[src/adc_link_pkg.sv]
package adc_link_pkg;
   // converter result widths
   localparam int RESULT_BITS = 12;
   localparam int WIDE_RESULT_BITS = 14;
   localparam int SHORT_PAD_BITS = 2;
   // system clock
   localparam int CLK_PERIOD_NS = 8;
   // power-up hold time on convert_start_n
   localparam int POWERUP_TIME_US = 70;
   localparam int POWERUP_CYCLES = (POWERUP_TIME_US * 1000 + CLK_PERIOD_NS - 1) / CLK_PERIOD_NS;
   // conversion time of the on-chip oscillator
   localparam int CONV_TIME_NS = 640;
   localparam int CONV_CYCLES = (CONV_TIME_NS + CLK_PERIOD_NS - 1) / CLK_PERIOD_NS;
   // quiet_interval after a transfer before the next conversion
   localparam int QUIET_TIME_NS = 50;
   localparam int QUIET_CYCLES = (QUIET_TIME_NS + CLK_PERIOD_NS - 1) / CLK_PERIOD_NS;
   // low pulse width of convert_start_n made by the host
   localparam int CNV_LOW_TIME_NS = 40;
   localparam int CNV_LOW_CYCLES = (CNV_LOW_TIME_NS + CLK_PERIOD_NS - 1) / CLK_PERIOD_NS;
   // serial clock made by the host
   localparam int SCLK_PERIOD_NS = 160;
   localparam int SCLK_HALF_CYCLES = SCLK_PERIOD_NS / (2 * CLK_PERIOD_NS);
   // result buffer depth in the host
   localparam int FIFO_DEPTH = 8;
   // synchroniser reset values (idle levels of the lines)
   localparam logic [2:0] SYNC_HIGH = 3'h7;
   localparam logic [2:0] SYNC_LOW = 3'h0;

   typedef enum logic [1:0] {
      PWR_DOWN = 2'b00,
      PWR_WAKE = 2'b01,
      PWR_READY = 2'b10,
      PWR_CONV = 2'b11
   } pwr_state_t;

   typedef enum logic [2:0] {
      H_POWERUP = 3'b000,
      H_IDLE = 3'b001,
      H_CONV = 3'b010,
      H_WAIT = 3'b011,
      H_READ = 3'b100,
      H_QUIET = 3'b101,
      H_DOWN = 3'b110
   } host_state_t;
endpackage

[src/adc_link_if.sv]
`timescale 1ns/10ps
interface adc_link_if;
   logic convert_start_n;
   logic chip_select_n;
   logic serial_clk;
   logic busy;
   logic serial_out_first;
   logic serial_out_first_oe;
   logic serial_out_second;
   logic serial_out_second_oe;

   modport device (
      input convert_start_n,
      input chip_select_n,
      input serial_clk,
      output busy,
      output serial_out_first,
      output serial_out_first_oe,
      output serial_out_second,
      output serial_out_second_oe
   );

   modport host (
      output convert_start_n,
      output chip_select_n,
      output serial_clk,
      input busy,
      input serial_out_first,
      input serial_out_first_oe,
      input serial_out_second,
      input serial_out_second_oe
   );
endinterface

[src/adc_device_end.sv]
// Function
// RULE_01: end-of-conversion convert level picks power mode
// RULE_02: convert falling starts; busy high during conversion
// RULE_03: host raises convert before busy falls
// RULE_04: convert low at busy fall: shut down
// RULE_05: results readable while shut down
// RULE_06: rising convert wakes; hold high before converting
// RULE_07: power-up hold high, first result valid
// RULE_08: host keeps convert low to reach shutdown
// RULE_09: both channels sampled together, internally timed
// RULE_10: select falling enables outputs, shows msb
// RULE_11: msb first, later bits on clock fall
// RULE_12: host takes first bit at first fall
// RULE_13: clock fall coinciding with select fall ignored
// RULE_14: host gives at least result-width clock pulses
// RULE_15: other result follows, short variant zero-padded
// RULE_16: outputs stay driven until select rises
// RULE_17: select rising three-states outputs at once
// RULE_18: host waits quiet interval before converting
// RULE_19: early select gives msb at busy fall
// RULE_20: select tied low: never three-state
// RULE_21: host reads one or both lines
// RULE_22: track from busy fall, hold at convert fall
// RULE_23: result width is a build parameter
`timescale 1ns/10ps
module adc_device_end #(
   parameter int RESULT_W = adc_link_pkg::RESULT_BITS,
   parameter int POWERUP_CYCLES = adc_link_pkg::POWERUP_CYCLES,
   parameter int CONV_CYCLES = adc_link_pkg::CONV_CYCLES
) (
   input wire logic clk_i,
   input wire logic rst_i,
   adc_link_if.device link,
   input wire logic [RESULT_W-1:0] sample_first_i,
   input wire logic [RESULT_W-1:0] sample_second_i,
   output logic [RESULT_W-1:0] result_first_o,
   output logic [RESULT_W-1:0] result_second_o,
   output logic shutdown_o,
   output logic tracking_o
);
   import adc_link_pkg::*;

   // zero padding and frame length follow from the width
   localparam int PAD = (RESULT_W == WIDE_RESULT_BITS) ? 0 : SHORT_PAD_BITS; // see RULE_23
   localparam int FRAME_W = 2 * RESULT_W + PAD; // see RULE_23
   localparam int CW = $clog2(POWERUP_CYCLES + CONV_CYCLES + 1);

   // pin synchronisers: [0] first stage, [1] second, [2] edge history
   logic [2:0] cnv_s_q;
   logic [2:0] cs_s_q;
   logic [2:0] sck_s_q;
   logic cnv_fall;
   logic cnv_rise;
   logic cs_fall;
   logic cs_low;
   logic sck_fall;

   pwr_state_t state_q;
   logic [CW-1:0] cnt_q;
   logic conv_done;
   logic busy_q;
   logic shut_q;
   logic track_q;
   logic [RESULT_W-1:0] held_first_q;
   logic [RESULT_W-1:0] held_second_q;
   logic [RESULT_W-1:0] res_first_q;
   logic [RESULT_W-1:0] res_second_q;
   logic [FRAME_W-1:0] frame_a_q;
   logic [FRAME_W-1:0] frame_b_q;
   logic oe_q;

   function automatic logic [FRAME_W-1:0] build_frame(
      input logic [RESULT_W-1:0] lead,
      input logic [RESULT_W-1:0] trail
   );
      logic [FRAME_W-1:0] f;
      f = (FRAME_W'(lead) << (RESULT_W + PAD)) | FRAME_W'(trail); // see RULE_15
      return f;
   endfunction

   always_ff @(posedge clk_i) begin
      if (rst_i) begin
         cnv_s_q <= SYNC_HIGH;
         cs_s_q <= SYNC_HIGH;
         sck_s_q <= SYNC_HIGH;
      end else begin
         cnv_s_q <= {cnv_s_q[1], cnv_s_q[0], link.convert_start_n};
         cs_s_q <= {cs_s_q[1], cs_s_q[0], link.chip_select_n};
         sck_s_q <= {sck_s_q[1], sck_s_q[0], link.serial_clk};
      end
   end

   assign cnv_fall = cnv_s_q[2] && !cnv_s_q[1];
   assign cnv_rise = !cnv_s_q[2] && cnv_s_q[1];
   assign cs_fall = cs_s_q[2] && !cs_s_q[1];
   assign cs_low = !cs_s_q[1];
   assign sck_fall = sck_s_q[2] && !sck_s_q[1];
   assign conv_done = (state_q == PWR_CONV) && (cnt_q == CW'(CONV_CYCLES - 1));

   // power and conversion sequencing; the oscillator is clk_i, never serial_clk
   always_ff @(posedge clk_i) begin
      if (rst_i) begin
         state_q <= PWR_WAKE;
         cnt_q <= '0;
      end else begin
         unique case (state_q)
            PWR_DOWN: begin
               if (cnv_rise) begin // see RULE_06
                  state_q <= PWR_WAKE;
                  cnt_q <= '0;
               end
            end
            PWR_WAKE: begin
               // a low level restarts the power-up wait
               if (!cnv_s_q[1]) begin // see RULE_07
                  cnt_q <= '0;
               end else if (cnt_q == CW'(POWERUP_CYCLES - 1)) begin // see RULE_06
                  state_q <= PWR_READY;
                  cnt_q <= '0;
               end else begin
                  cnt_q <= cnt_q + 1'b1;
               end
            end
            PWR_READY: begin
               if (cnv_fall) begin // see RULE_02
                  state_q <= PWR_CONV;
                  cnt_q <= '0;
               end
            end
            PWR_CONV: begin
               if (conv_done) begin
                  // level at the end decides the mode
                  state_q <= cnv_s_q[1] ? PWR_READY : PWR_DOWN; // see RULE_01
                  cnt_q <= '0;
               end else begin
                  cnt_q <= cnt_q + 1'b1;
               end
            end
         endcase
      end
   end

   always_ff @(posedge clk_i) begin
      if (rst_i) begin
         busy_q <= 1'b0;
         shut_q <= 1'b0;
      end else begin
         if (state_q == PWR_READY && cnv_fall) begin
            busy_q <= 1'b1; // see RULE_02
         end else if (conv_done) begin
            busy_q <= 1'b0; // see RULE_02
         end
         if (conv_done) begin
            shut_q <= !cnv_s_q[1]; // see RULE_04
         end else if (state_q == PWR_DOWN && cnv_rise) begin
            shut_q <= 1'b0;
         end
      end
   end

   // track and hold: both channels caught in the same cycle
   always_ff @(posedge clk_i) begin
      if (rst_i) begin
         track_q <= 1'b1;
         held_first_q <= '0;
         held_second_q <= '0;
      end else if (state_q == PWR_READY && cnv_fall) begin
         track_q <= 1'b0; // see RULE_22
         held_first_q <= sample_first_i; // see RULE_09
         held_second_q <= sample_second_i; // see RULE_09
      end else if (conv_done) begin
         track_q <= 1'b1; // see RULE_22
      end
   end

   // results survive shutdown; only a new conversion replaces them
   always_ff @(posedge clk_i) begin
      if (rst_i) begin
         res_first_q <= '0;
         res_second_q <= '0;
      end else if (conv_done) begin
         res_first_q <= held_first_q; // see RULE_05
         res_second_q <= held_second_q; // see RULE_05
      end
   end

   // output enable follows select alone, no end-of-frame release
   always_ff @(posedge clk_i) begin
      if (rst_i) begin
         oe_q <= 1'b0;
      end else begin
         oe_q <= cs_low; // see RULE_10 RULE_16 RULE_17 RULE_20
      end
   end

   // shifters: line a leads with the first result, line b with the second
   always_ff @(posedge clk_i) begin
      if (rst_i) begin
         frame_a_q <= '0;
         frame_b_q <= '0;
      end else if (conv_done && cs_low) begin
         // select already low: msb appears with busy falling
         frame_a_q <= build_frame(held_first_q, held_second_q); // see RULE_19 RULE_20
         frame_b_q <= build_frame(held_second_q, held_first_q); // see RULE_19 RULE_20
      end else if (cs_fall) begin
         // a clock fall in this same cycle is dropped by this priority
         frame_a_q <= build_frame(res_first_q, res_second_q); // see RULE_10 RULE_13
         frame_b_q <= build_frame(res_second_q, res_first_q); // see RULE_10 RULE_13
      end else if (sck_fall && cs_low) begin
         // zeros fill in past the frame end, lines stay driven
         frame_a_q <= {frame_a_q[FRAME_W-2:0], 1'b0}; // see RULE_11 RULE_15 RULE_16
         frame_b_q <= {frame_b_q[FRAME_W-2:0], 1'b0}; // see RULE_11 RULE_15
      end
   end

   assign link.busy = busy_q;
   assign link.serial_out_first = frame_a_q[FRAME_W-1];
   assign link.serial_out_second = frame_b_q[FRAME_W-1];
   assign link.serial_out_first_oe = oe_q;
   assign link.serial_out_second_oe = oe_q;
   assign result_first_o = res_first_q;
   assign result_second_o = res_second_q;
   assign shutdown_o = shut_q;
   assign tracking_o = track_q;
endmodule

[src/flat_wrapper.sv]
// flat-port wrapper written by rule: the top's interface ports become plain ports
module adc_device_end_flat import adc_link_pkg::*;
#(
   parameter int RESULT_W = adc_link_pkg::RESULT_BITS,
   parameter int POWERUP_CYCLES = adc_link_pkg::POWERUP_CYCLES,
   parameter int CONV_CYCLES = adc_link_pkg::CONV_CYCLES
)
  (clk_i, rst_i, sample_first_i, sample_second_i, result_first_o, result_second_o, shutdown_o, tracking_o, link_convert_start_n, link_chip_select_n, link_serial_clk, link_busy, link_serial_out_first, link_serial_out_first_oe, link_serial_out_second, link_serial_out_second_oe);
  adc_link_if link_i ();
  input wire logic clk_i;
  input wire logic rst_i;
  input wire logic [RESULT_W-1:0] sample_first_i;
  input wire logic [RESULT_W-1:0] sample_second_i;
  output logic [RESULT_W-1:0] result_first_o;
  output logic [RESULT_W-1:0] result_second_o;
  output logic shutdown_o;
  output logic tracking_o;
  input wire logic [$bits(link_i.convert_start_n)-1:0] link_convert_start_n;
  input wire logic [$bits(link_i.chip_select_n)-1:0] link_chip_select_n;
  input wire logic [$bits(link_i.serial_clk)-1:0] link_serial_clk;
  output wire logic [$bits(link_i.busy)-1:0] link_busy;
  output wire logic [$bits(link_i.serial_out_first)-1:0] link_serial_out_first;
  output wire logic [$bits(link_i.serial_out_first_oe)-1:0] link_serial_out_first_oe;
  output wire logic [$bits(link_i.serial_out_second)-1:0] link_serial_out_second;
  output wire logic [$bits(link_i.serial_out_second_oe)-1:0] link_serial_out_second_oe;
  assign link_i.convert_start_n = link_convert_start_n;
  assign link_i.chip_select_n = link_chip_select_n;
  assign link_i.serial_clk = link_serial_clk;
  assign link_busy = link_i.busy;
  assign link_serial_out_first = link_i.serial_out_first;
  assign link_serial_out_first_oe = link_i.serial_out_first_oe;
  assign link_serial_out_second = link_i.serial_out_second;
  assign link_serial_out_second_oe = link_i.serial_out_second_oe;
  adc_device_end #(.RESULT_W(RESULT_W), .POWERUP_CYCLES(POWERUP_CYCLES), .CONV_CYCLES(CONV_CYCLES)) u_core (.clk_i(clk_i), .rst_i(rst_i), .link(link_i), .sample_first_i(sample_first_i), .sample_second_i(sample_second_i), .result_first_o(result_first_o), .result_second_o(result_second_o), .shutdown_o(shutdown_o), .tracking_o(tracking_o));
endmodule
[config.mk]
export PLATFORM = sky130hd
export DESIGN_NAME = adc_device_end_flat
export DESIGN_NICKNAME = d
export VERILOG_FILES = /design/src/adc_link_pkg.sv /design/src/adc_link_if.sv /design/src/adc_device_end.sv /design/src/flat_wrapper.sv
export SDC_FILE = /design/constraint.sdc
export NUM_CORES = 1
export LEC_CHECK = 0
export BUFFER_PORTS_ARGS = -buffer_cell sky130_fd_sc_hd__buf_2
export CELL_PAD_IN_SITES_DETAIL_PLACEMENT = 1
export CELL_PAD_IN_SITES_GLOBAL_PLACEMENT = 2
export CORE_MARGIN = 2
export CORE_UTILIZATION = 38
export CTS_CLUSTER_DIAMETER = 150
export DETAILED_ROUTE_END_ITERATION = 16
export PLACE_DENSITY_LB_ADDON = 0.25
export SYNTH_ARGS = -nofsm -noshare
export SYNTH_HDL_FRONTEND = slang
export SYNTH_SLANG_ARGS = --single-unit
[constraint.sdc]
create_clock -name clk_i -period 4 [get_ports clk_i]
set_input_delay 0.2 -clock clk_i [delete_from_list [all_inputs] [get_ports clk_i]]
set_output_delay 0.2 -clock clk_i [all_outputs]
set_load 0.05 [all_outputs]
Word level (Yosys, flattened, before mapping):

Index checks and enable logic that the tools add are counted.

* flip-flop bits (word level): 129
* input port bits: 29
* output and inout bits: 31
* word-level logic and storage cells: 74

* add/subtract/negate cells: 1
* equality and inequality tests: 10
* multiplexer cells: 25
* bitwise operators: 4
* reductions and logical operators: 19

Operator list (number)
* 26-bit 2-to-1 mux: 6
* 26-bit by 12-bit OR with 26-bit output: 4
* 14-bit 2-to-1 mux: 5
* 14-bit one-hot mux with 4 select lines: 1
* 14-bit by 1-bit adder with 14-bit output, second input constant: 1
* 14-bit equality test, second input constant: 1
* 14-bit by 7-bit equality test with 1-bit output, second input constant: 1
* 2-bit 2-to-1 mux: 6
* 2-bit by 1-bit != test with 1-bit output, second input constant: 5
* 1-bit logical AND: 9
* 2-bit one-hot mux with 4 select lines: 1
* 1-bit 2-to-1 mux: 6
* 5-bit AND reduction: 1
* 2-bit equality test, second input constant: 2
* 1-bit logical NOT: 4
* 2-bit nonzero test: 2
* 3-bit nonzero test: 1
* 2-bit by 1-bit equality test with 1-bit output, second input constant: 1
* 2-bit logical NOT: 1
* 2-bit AND reduction: 1

Logic depth before layout (Yosys ltp):

Gate-level depths: netlist of the first run.

* depth in word-level cells: 6
* mapped depth: 9

Worst setup path after synthesis of the first run:

No wires, ideal clock.

* kind: register -> register
* start point: reg u_core.cnt_q[5]
* end point: reg u_core.frame_a_q[24]
* arrival: 2225 ps
* setup slack: 1658 ps
* cell stages (with the launch flop): 10
* path buffers: 4
* path through: dfxtp_1 buf_6 or4b_4 or4_4 buf_6 a21oi_2 nor2_1 buf_6 buf_6 a22o_1

* cells in the longest elaborated chain, start to end: 4
* elaborated cells between the ends (all ways): 5
* classes of those cells: 1 x eq/ne; 1 x mux; 3 x reduce/logical

Ends and longest elaborated chain
* from (decl): RTL line adc_device_end.sv:59 `logic [CW-1:0] cnt_q;`
* from (signal assigned): RTL line adc_device_end.sv:121 `cnt_q <= cnt_q + 1'b1;`
* from (signal assigned): RTL line adc_device_end.sv:136 `cnt_q <= cnt_q + 1'b1;`
* 14-bit by 7-bit equality test with 1-bit output (*): RTL line adc_device_end.sv:98 `assign conv_done = (state_q == PWR_CONV) && (cnt_q == CW'(CONV_CYCLES - 1));`
* 1-bit logical AND (*): RTL line adc_device_end.sv:98
* 1-bit logical AND (*): RTL line adc_device_end.sv:201 `end else if (conv_done && cs_low) begin`
* 3-bit nonzero test (no source line) or 26-bit 2-to-1 mux (tied branches)
* to (signal assigned): RTL line adc_device_end.sv:203 `frame_a_q <= build_frame(held_first_q, held_second_q);`
* to (signal assigned): RTL line adc_device_end.sv:207 `frame_a_q <= build_frame(res_first_q, res_second_q);`
* to (signal assigned): RTL line adc_device_end.sv:211 `frame_a_q <= {frame_a_q[FRAME_W-2:0], 1'b0};`
* to (decl): RTL line adc_device_end.sv:68 `logic [FRAME_W-1:0] frame_a_q;`

Every way passes the cells marked *; elsewhere a longest branch is shown, timed or not.
A chain may end at the register's enable or synchronous reset.

Worst setup path in the final report of the first run:

* start point: reg u_core.state_q[1]
* end point: reg u_core.frame_a_q[11]

* cells in the longest elaborated chain, start to end: 4
* elaborated cells between the ends (all ways): 5
* classes of those cells: 1 x eq/ne; 1 x mux; 3 x reduce/logical

Ends and longest elaborated chain
* from (decl): RTL line adc_device_end.sv:58 `pwr_state_t state_q;`
* from (signal assigned): RTL line adc_device_end.sv:133 `state_q <= cnv_s_q[1] ? PWR_READY : PWR_DOWN;`
* 2-bit equality test (*): RTL line adc_device_end.sv:98
* 1-bit logical AND (*): RTL line adc_device_end.sv:98
* 1-bit logical AND (*): RTL line adc_device_end.sv:201
* 3-bit nonzero test (no source line) or 26-bit 2-to-1 mux (tied branches)

Marked as above.

==> results of run 1 <==
==> metal layers <==
metal | up-vias | track usage (%) | share of wire (%)
li1 | 2297 | - | -
met5 | - | 0 | 0
met3 | 16 | 4.20 | 3.2
met1 | 2315 | 28.8 | 49
met4 | 0 | 8.95 | 1.4
met2 | 68 | 33.4 | 46
==> synth_stat cells (all sizes together) <==
master	instances	area [sq um]
nor3b	4	30.0
nand3b	3	22.5
nor2b	2	12.5
a32o	2	20.0
o22ai	1	6.26
buf	11	93.8
o21ai	32	160
o32ai	1	8.76
or3	2	12.5
nand4	5	31.3
and4	1	8.76
nor2	12	45.0
nand3	11	55.1
or4b	1	13.8
a22o	45	394
a31oi	9	56.3
a21o	48	360
or2	9	56.3
mux2i	9	90.1
nand2b	2	12.5
a211oi	1	7.51
nor4	5	37.5
nand2	135	507
a211o	1	8.76
xnor2	1	8.76
or4bb	1	11.3
a41oi	2	17.5
clkbuf	36	135
dfxtp	129	2580
and2	2	12.5
or4	2	18.8
o2111a	1	11.3
a21oi	63	330
o21a	22	165
inv	7	26.3
ha	2	25.0
a2bb2oi	1	8.76
a32oi	1	8.76
==> logic make-up (layout without fill, tap and decap cells) <==
family,after synthesis,in the layout,share of synthesized area (%)
buffers and inverters,54,111,4.72
AOI/OAI and AO/OA,230,230,28.9
and+or+nand+nor,197,197,16.4
muxes,9,9,1.66
xor gates and xnor gates,1,1,0.162
DFF,129,129,47.7
adders and majority gates,2,2,0.462
==> cells in the final DEF, fill, tap and decap left out, types with 2 or more instances in the layout <==
cell type and instances:
a21o_1 48, a21oi_1 61, a22o_1 45, a31oi_1 9
a32o_1 2, a41oi_1 2, and2_1 2, buf_2 59
buf_4 10, bufinv_16 7, clkbuf_16 17, clkbuf_8 2
clkinvlp_4 5, dfxtp_1 129, dlygate4sd3_1 3, ha_1 2
inv_1 7, mux2i_1 9, nand2_1 135, nand2b_1 2
nand3_1 11, nand3b_1 3, nand4_1 5, nor2_1 11
nor2b_1 2, nor3b_1 3, nor4_1 4, o21a_1 22
o21ai_0 32, or2_2 9, or3_1 2
==> worst max path at each step <==
stage | end | slack, ns | cells after the start
after floorplan | u_core.frame_a_q[24] | 1.66 | 9
after global placement | u_core.frame_b_q[18] | 1.04 | 5
after detailed placement | u_core.frame_a_q[11] | 1.01 | 5
after CTS | u_core.frame_a_q[11] | 0.98 | 5
after global routing | u_core.frame_a_q[11] | 0.81 | 6
final | u_core.frame_a_q[11] | 0.97 | 5
==> layout make-up <==
cell class | count | area share (%)
flip-flops and latches | 129 | 39.4
well taps | 180 | 3.44
multi-input cells | 439 | 39.8
clock buffers | 19 | 6.91
clock inverters | 13 | 3.91
inverters | 7 | 0.401
repair buffers | 72 | 6.11
==> power by group through the flow <==
stage	registers (mW)	clock network [mW]	logic, mW
after detailed placement	1.34	0	0.102
final	1.31	1.85	0.105
after floorplan	1.33	0	0.0739
after global routing	1.31	1.95	0.116
after CTS	1.31	1.88	0.105
after global placement	1.34	0	0.0987
==> state kept, by name, indices dropped and copies added, names as in the netlist, 3 cells and up <==
name	count
u_core.frame_b_q	26
u_core.cnv_s_q	3
u_core.cs_s_q	3
u_core.held_second_q	12
u_core.result_first_o	12
u_core.result_second_o	12
u_core.frame_a_q	26
u_core.sck_s_q	3
u_core.cnt_q	14
u_core.held_first_q	12
==> worst max-delay path, cell delays in order, from the launching register on <==
cell and delay (ns):
dfxtp_1 0.52, or4bb_1 0.59, or4_4 0.74, a21oi_4 0.71
o21a_1 0.24, a22o_1 0.15
==> through the flow <==
step	instance area (sq um)	utilization, %
after floorplan	5410	-
after global placement	5800	41.8
after detailed placement	5800	41.8
after CTS	6540	47.1
after global routing	6550	47.2
final	6550	47.2
==> impl_metrics.ini, run 1 <==
[run_status]
status = finished clean

[layout]
antenna_cells = 0
drive_gt1_share_pct = 17.4
seqCellArea_sq_um = 2580
final_net_count = 697
area.growth.synth_to_final_pct = 21.1
fill_cells = 1607
multi_input_area_sq_um = 2610
instances_no_fill = 859

[setup_path]
cp_max_fo = 55
reg2reg_to = u_core.frame_a_q[11]
reg2regPathDepth = 5
start_kind = register
worstSetupEndpointType = register
r2r_slack_ns = 0.97
r2r-start = u_core.state_q[1]
crit_required_ns = 4.36
cp-startpoint = u_core.state_q[1]
crit_type = register to register
crit_arrival_ns = 3.39

[place]
dpl.hpwl_um = 10100
gp_congestion = 0.770
io_buffers = 59
dpl.cell_count = 824
dpl_worst_slack_ns = 1.01

[power]
combPwrFrac_pct = 3.2
powerDensity_nw_per_um2 = 498
p_leak_nw = 2.84
p_clk_share_pct = 56.6
p_total_mw = 3.26
ir_worst_vdd_mv = 0.304
p_int_mw = 2.60
p_sw_share_pct = 20.4
pwr-share-seq_pct = 40.2
total_switching_power_uw = 667

[job]
timing.max_cap.violations = 0

[sta]
fin_crit_ns = 3.03
slew_headroom_pct = 44.1
final-setup-viol-count = 0
finalSetupTns_ns = 0
maxSlewViolCount = 0
fin_crit_sh_pct = 75.8
fmax_mhz = 330
rsz0062_at_grt = no
setup_slack_ns = 0.966
hold_violations = 0
worstMarginPinSlew_ns = 0.831
hold_ws_ns = 0.0145
clock_skew_ns = 0.00790

[cts]
clk_path_buf_depth = 2
root_buffer = clkbuf_16
cts_buffers = 17
postCtsSetupBuffers = 0
ctsHtreeMaxLevel = 4
clk_latency_ns = 0.42
clkTransAtPathRegs_ns = 0.06
cts_sinks = 129
cts_tree = built
ctsResizeCount = 0
hold_buffers = 3

[hold_path]
whs_path_depth = 3
hold_path_end = u_core.held_first_q[2]
hp-class = input port to register
min_from = sample_first_i[2]

[routing]
first_pass_iters = 4
postRouteAntennaNets = 0
routed_wl_um = 15300
drc = 0
viasPerCell = 5.47
wl_per_cell_um = 17.8
drt_iter0_drc = 257
vias = 4696

[floorplanning]
num_io_pins = 60
rows = 43
dieArea_sq_um = 15200
die_width_um = 123
die_height_um = 123
coreArea_sq_um = 13900
start_util_pct = 39.0

[global_routing]
grt_usage_pct = 21.4
first_global_vias = 4815
grt_max_degree = 56
antenna_found_initial = 0
grt_pass1_wl_um = 24900
grt.overflow.total = 0

[yosys]
synth_nets = 653
syn_area_sq_um = 5410
syn_avg_cell_area_sq_um = 8.70
synth_cell_types = 44
syn_inst = 622
ys.warnings.count = 0
ys_seq_area_share_pct = 47.7
ys_ff_latch = 129
(Power assumes the default switching activity.)
==> run 2, diff against run 1 <==
--- a/config.mk
+++ b/config.mk
@@ -9,7 +9,7 @@
 export CELL_PAD_IN_SITES_DETAIL_PLACEMENT = 1
 export CELL_PAD_IN_SITES_GLOBAL_PLACEMENT = 2
 export CORE_MARGIN = 2
-export CORE_UTILIZATION = 38
+export CORE_UTILIZATION = 35
 export CTS_CLUSTER_DIAMETER = 150
 export DETAILED_ROUTE_END_ITERATION = 16
 export PLACE_DENSITY_LB_ADDON = 0.25
==> constraint.sdc (replaced) <==
create_clock -name clk_i -period 3.1 [get_ports clk_i]
set_input_delay 0.155 -clock clk_i [delete_from_list [all_inputs] [get_ports clk_i]]
set_output_delay 0.155 -clock clk_i [all_outputs]
set_load 0.05 [all_outputs]
==> run 2 against run 1 <==
  * Setup slack got worse by 0.54 ns
  * Clock power increased by 7%
  * Clock-buffer cell count increased by 7
  * Critical endpoint is now u_core.frame_a_q[3]
==> impl_metrics.ini, run 2 (synthesis gave the netlist of run 1 again) <==
[run_status]
status = finished clean

[setup_path]
crit_buf_inv = 1
path_depth = 6
cp_top_family = simple AND/OR/NAND/NOR gates
crit_required_ns = 3.40
worstSetupEndpointType = register
crit_arrival_ns = 2.97
slowest_stage = or4_4
cp_slowest_stage_delay_ns = 0.68
cp_max_fo = 48
reg2regPathDepth = 6
start_kind = register
crit_chain = or4b_4 -> or4_4 -> a21oi_2 -> nor2_2 -> buf_4 -> a22o_1
crit_type = register to register

[hold_path]
whs_path_depth = 3
hp-class = input port to register

[global_routing]
antenna_found_initial = 0
first_global_vias = 4988
grt_usage_pct = 19.9
grt_max_degree = 49
grt.overflow.total = 0
grt_pass1_wl_um = 25700

[layout]
area.growth.synth_to_final_pct = 24.6
final_common_cell = nand2_1
final_cell_mix = 135 x nand2_1, 129 x dfxtp_1, 61 x a21oi_1
multi_input_area_sq_um = 2610
reg.largest.list = u_core.frame_a_q (26), u_core.frame_b_q (26), u_core.cnt_q (14)
seqCellArea_sq_um = 2580
drive_gt1_share_pct = 17.3
fill_cells = 1795
instances_no_fill = 899
antenna_cells = 0
final_net_count = 730

[floorplanning]
dieArea_sq_um = 16500
rows = 45
coreArea_sq_um = 15100
num_io_pins = 60
start_util_pct = 35.7
die_width_um = 128
die_height_um = 128

[sta]
final-setup-viol-count = 0
slew_headroom_pct = 43.8
hold_violations = 0
finalSetupTns_ns = 0
maxSlewViolCount = 0
fin_crit_ns = 2.67
clock_skew_ns = 0.00993
fmax_mhz = 374
worstMarginPinSlew_ns = 0.843
rsz0062_at_grt = no
fin_crit_sh_pct = 86.3

[routing]
first_pass_iters = 4
viasPerCell = 5.31
routed_wl_um = 15500
postRouteAntennaNets = 0
vias = 4773
wl_per_cell_um = 17.2
drt_iter0_drc = 204
drc = 0

[cts]
cts_buffers = 17
cts_sinks = 129
postCtsSetupBuffers = 0
clk_latency_ns = 0.42
root_buffer = clkbuf_16
ctsHtreeMaxLevel = 4
clk_path_buf_depth = 2
cts_tree = built
clkTransAtPathRegs_ns = 0.06
hold_buffers = 26
ctsResizeCount = 0

[place]
io_buffers = 59
dpl.cell_count = 842
gp_congestion = 0.747
dpl.hpwl_um = 10300

[power]
p_leak_nw = 2.94
ir_worst_vdd_mv = 0.382
pwr-share-seq_pct = 44.1
p_int_mw = 3.03
combPwrFrac_pct = 4.3
p_sw_share_pct = 21.2
powerDensity_nw_per_um2 = 570
p_clk_share_pct = 51.6
total_switching_power_uw = 815

[job]
timing.max_cap.violations = 0
[run 2: cell count changes in the layout (fill, tap and decap cells not counted), moves of 4 or more]
cell           delta
bufinv_16         -5
dlygate4sd3_1    +23
buf_4            +10
clkinvlp_4        -5
clkbuf_1          +4
[run 2: per-layer routing]
layer | GRT usage [%] | routed length, um | part of all wire, % | vias up
met3 | 4.16 | 344 | 2.2 | 18
li1 | - | - | - | 2367
met4 | 6.40 | 229 | 1.5 | 0
met2 | 32.2 | 7150 | 46 | 54
met1 | 26.8 | 7790 | 50 | 2334
met5 | 0 | 0 | 0 | -
[run 2: power groups by stage]
stage | combinational (mW) | sequential, mW | clock [mW]
finish | 0.165 | 1.69 | 1.98
global route | 0.185 | 1.70 | 2.09
CTS | 0.164 | 1.69 | 2.02
detailed placement | 0.138 | 1.73 | 0
global placement | 0.134 | 1.73 | 0
floorplan | 0.0953 | 1.72 | 0
[run 2: final timing paths]
kind / from / to / slack (ns)
setup / recovery: u_core.cnt_q[6] / u_core.frame_a_q[3] / 0.43
hold / removal: sample_first_i[1] / u_core.held_first_q[1] / 0.03
setup reg to reg: u_core.cnt_q[6] / u_core.frame_a_q[3] / 0.43
hold reg to reg: u_core.sck_s_q[0] / u_core.sck_s_q[1] / 0.41
[run 2: metrics by stage]
step	area, sq um	setup WS [ns]	util, %	power, mW	hold WS [ns]
6_report	6740	0.425	44.5	3.84	0.0264
4_1_cts	6730	0.336	44.5	3.87	0.00870
3_5_place_dp	5890	0.425	38.9	1.87	0.343
5_1_grt	6740	0.318	44.5	3.97	0.0468
2_1_floorplan	5410	0.758	-	1.82	0.259
3_3_place_gp	5890	0.462	38.9	1.86	0.339
[run 2: area by class of cell]
cell class                 instances  share of cell area [%]
clock buffer                      26                    7.55
clock inverter                     5                    1.11
inverter                           7                   0.390
multi-input combinational        439                    38.7
sequential                       129                    38.3
tap                              188                    3.49
timing repair buffer             105                    10.5
[run 2: tightest hold or removal path, cell delays in order]
cell and delay [ns]:
buf_2 0.10, nand2_1 0.06, a21oi_1 0.07
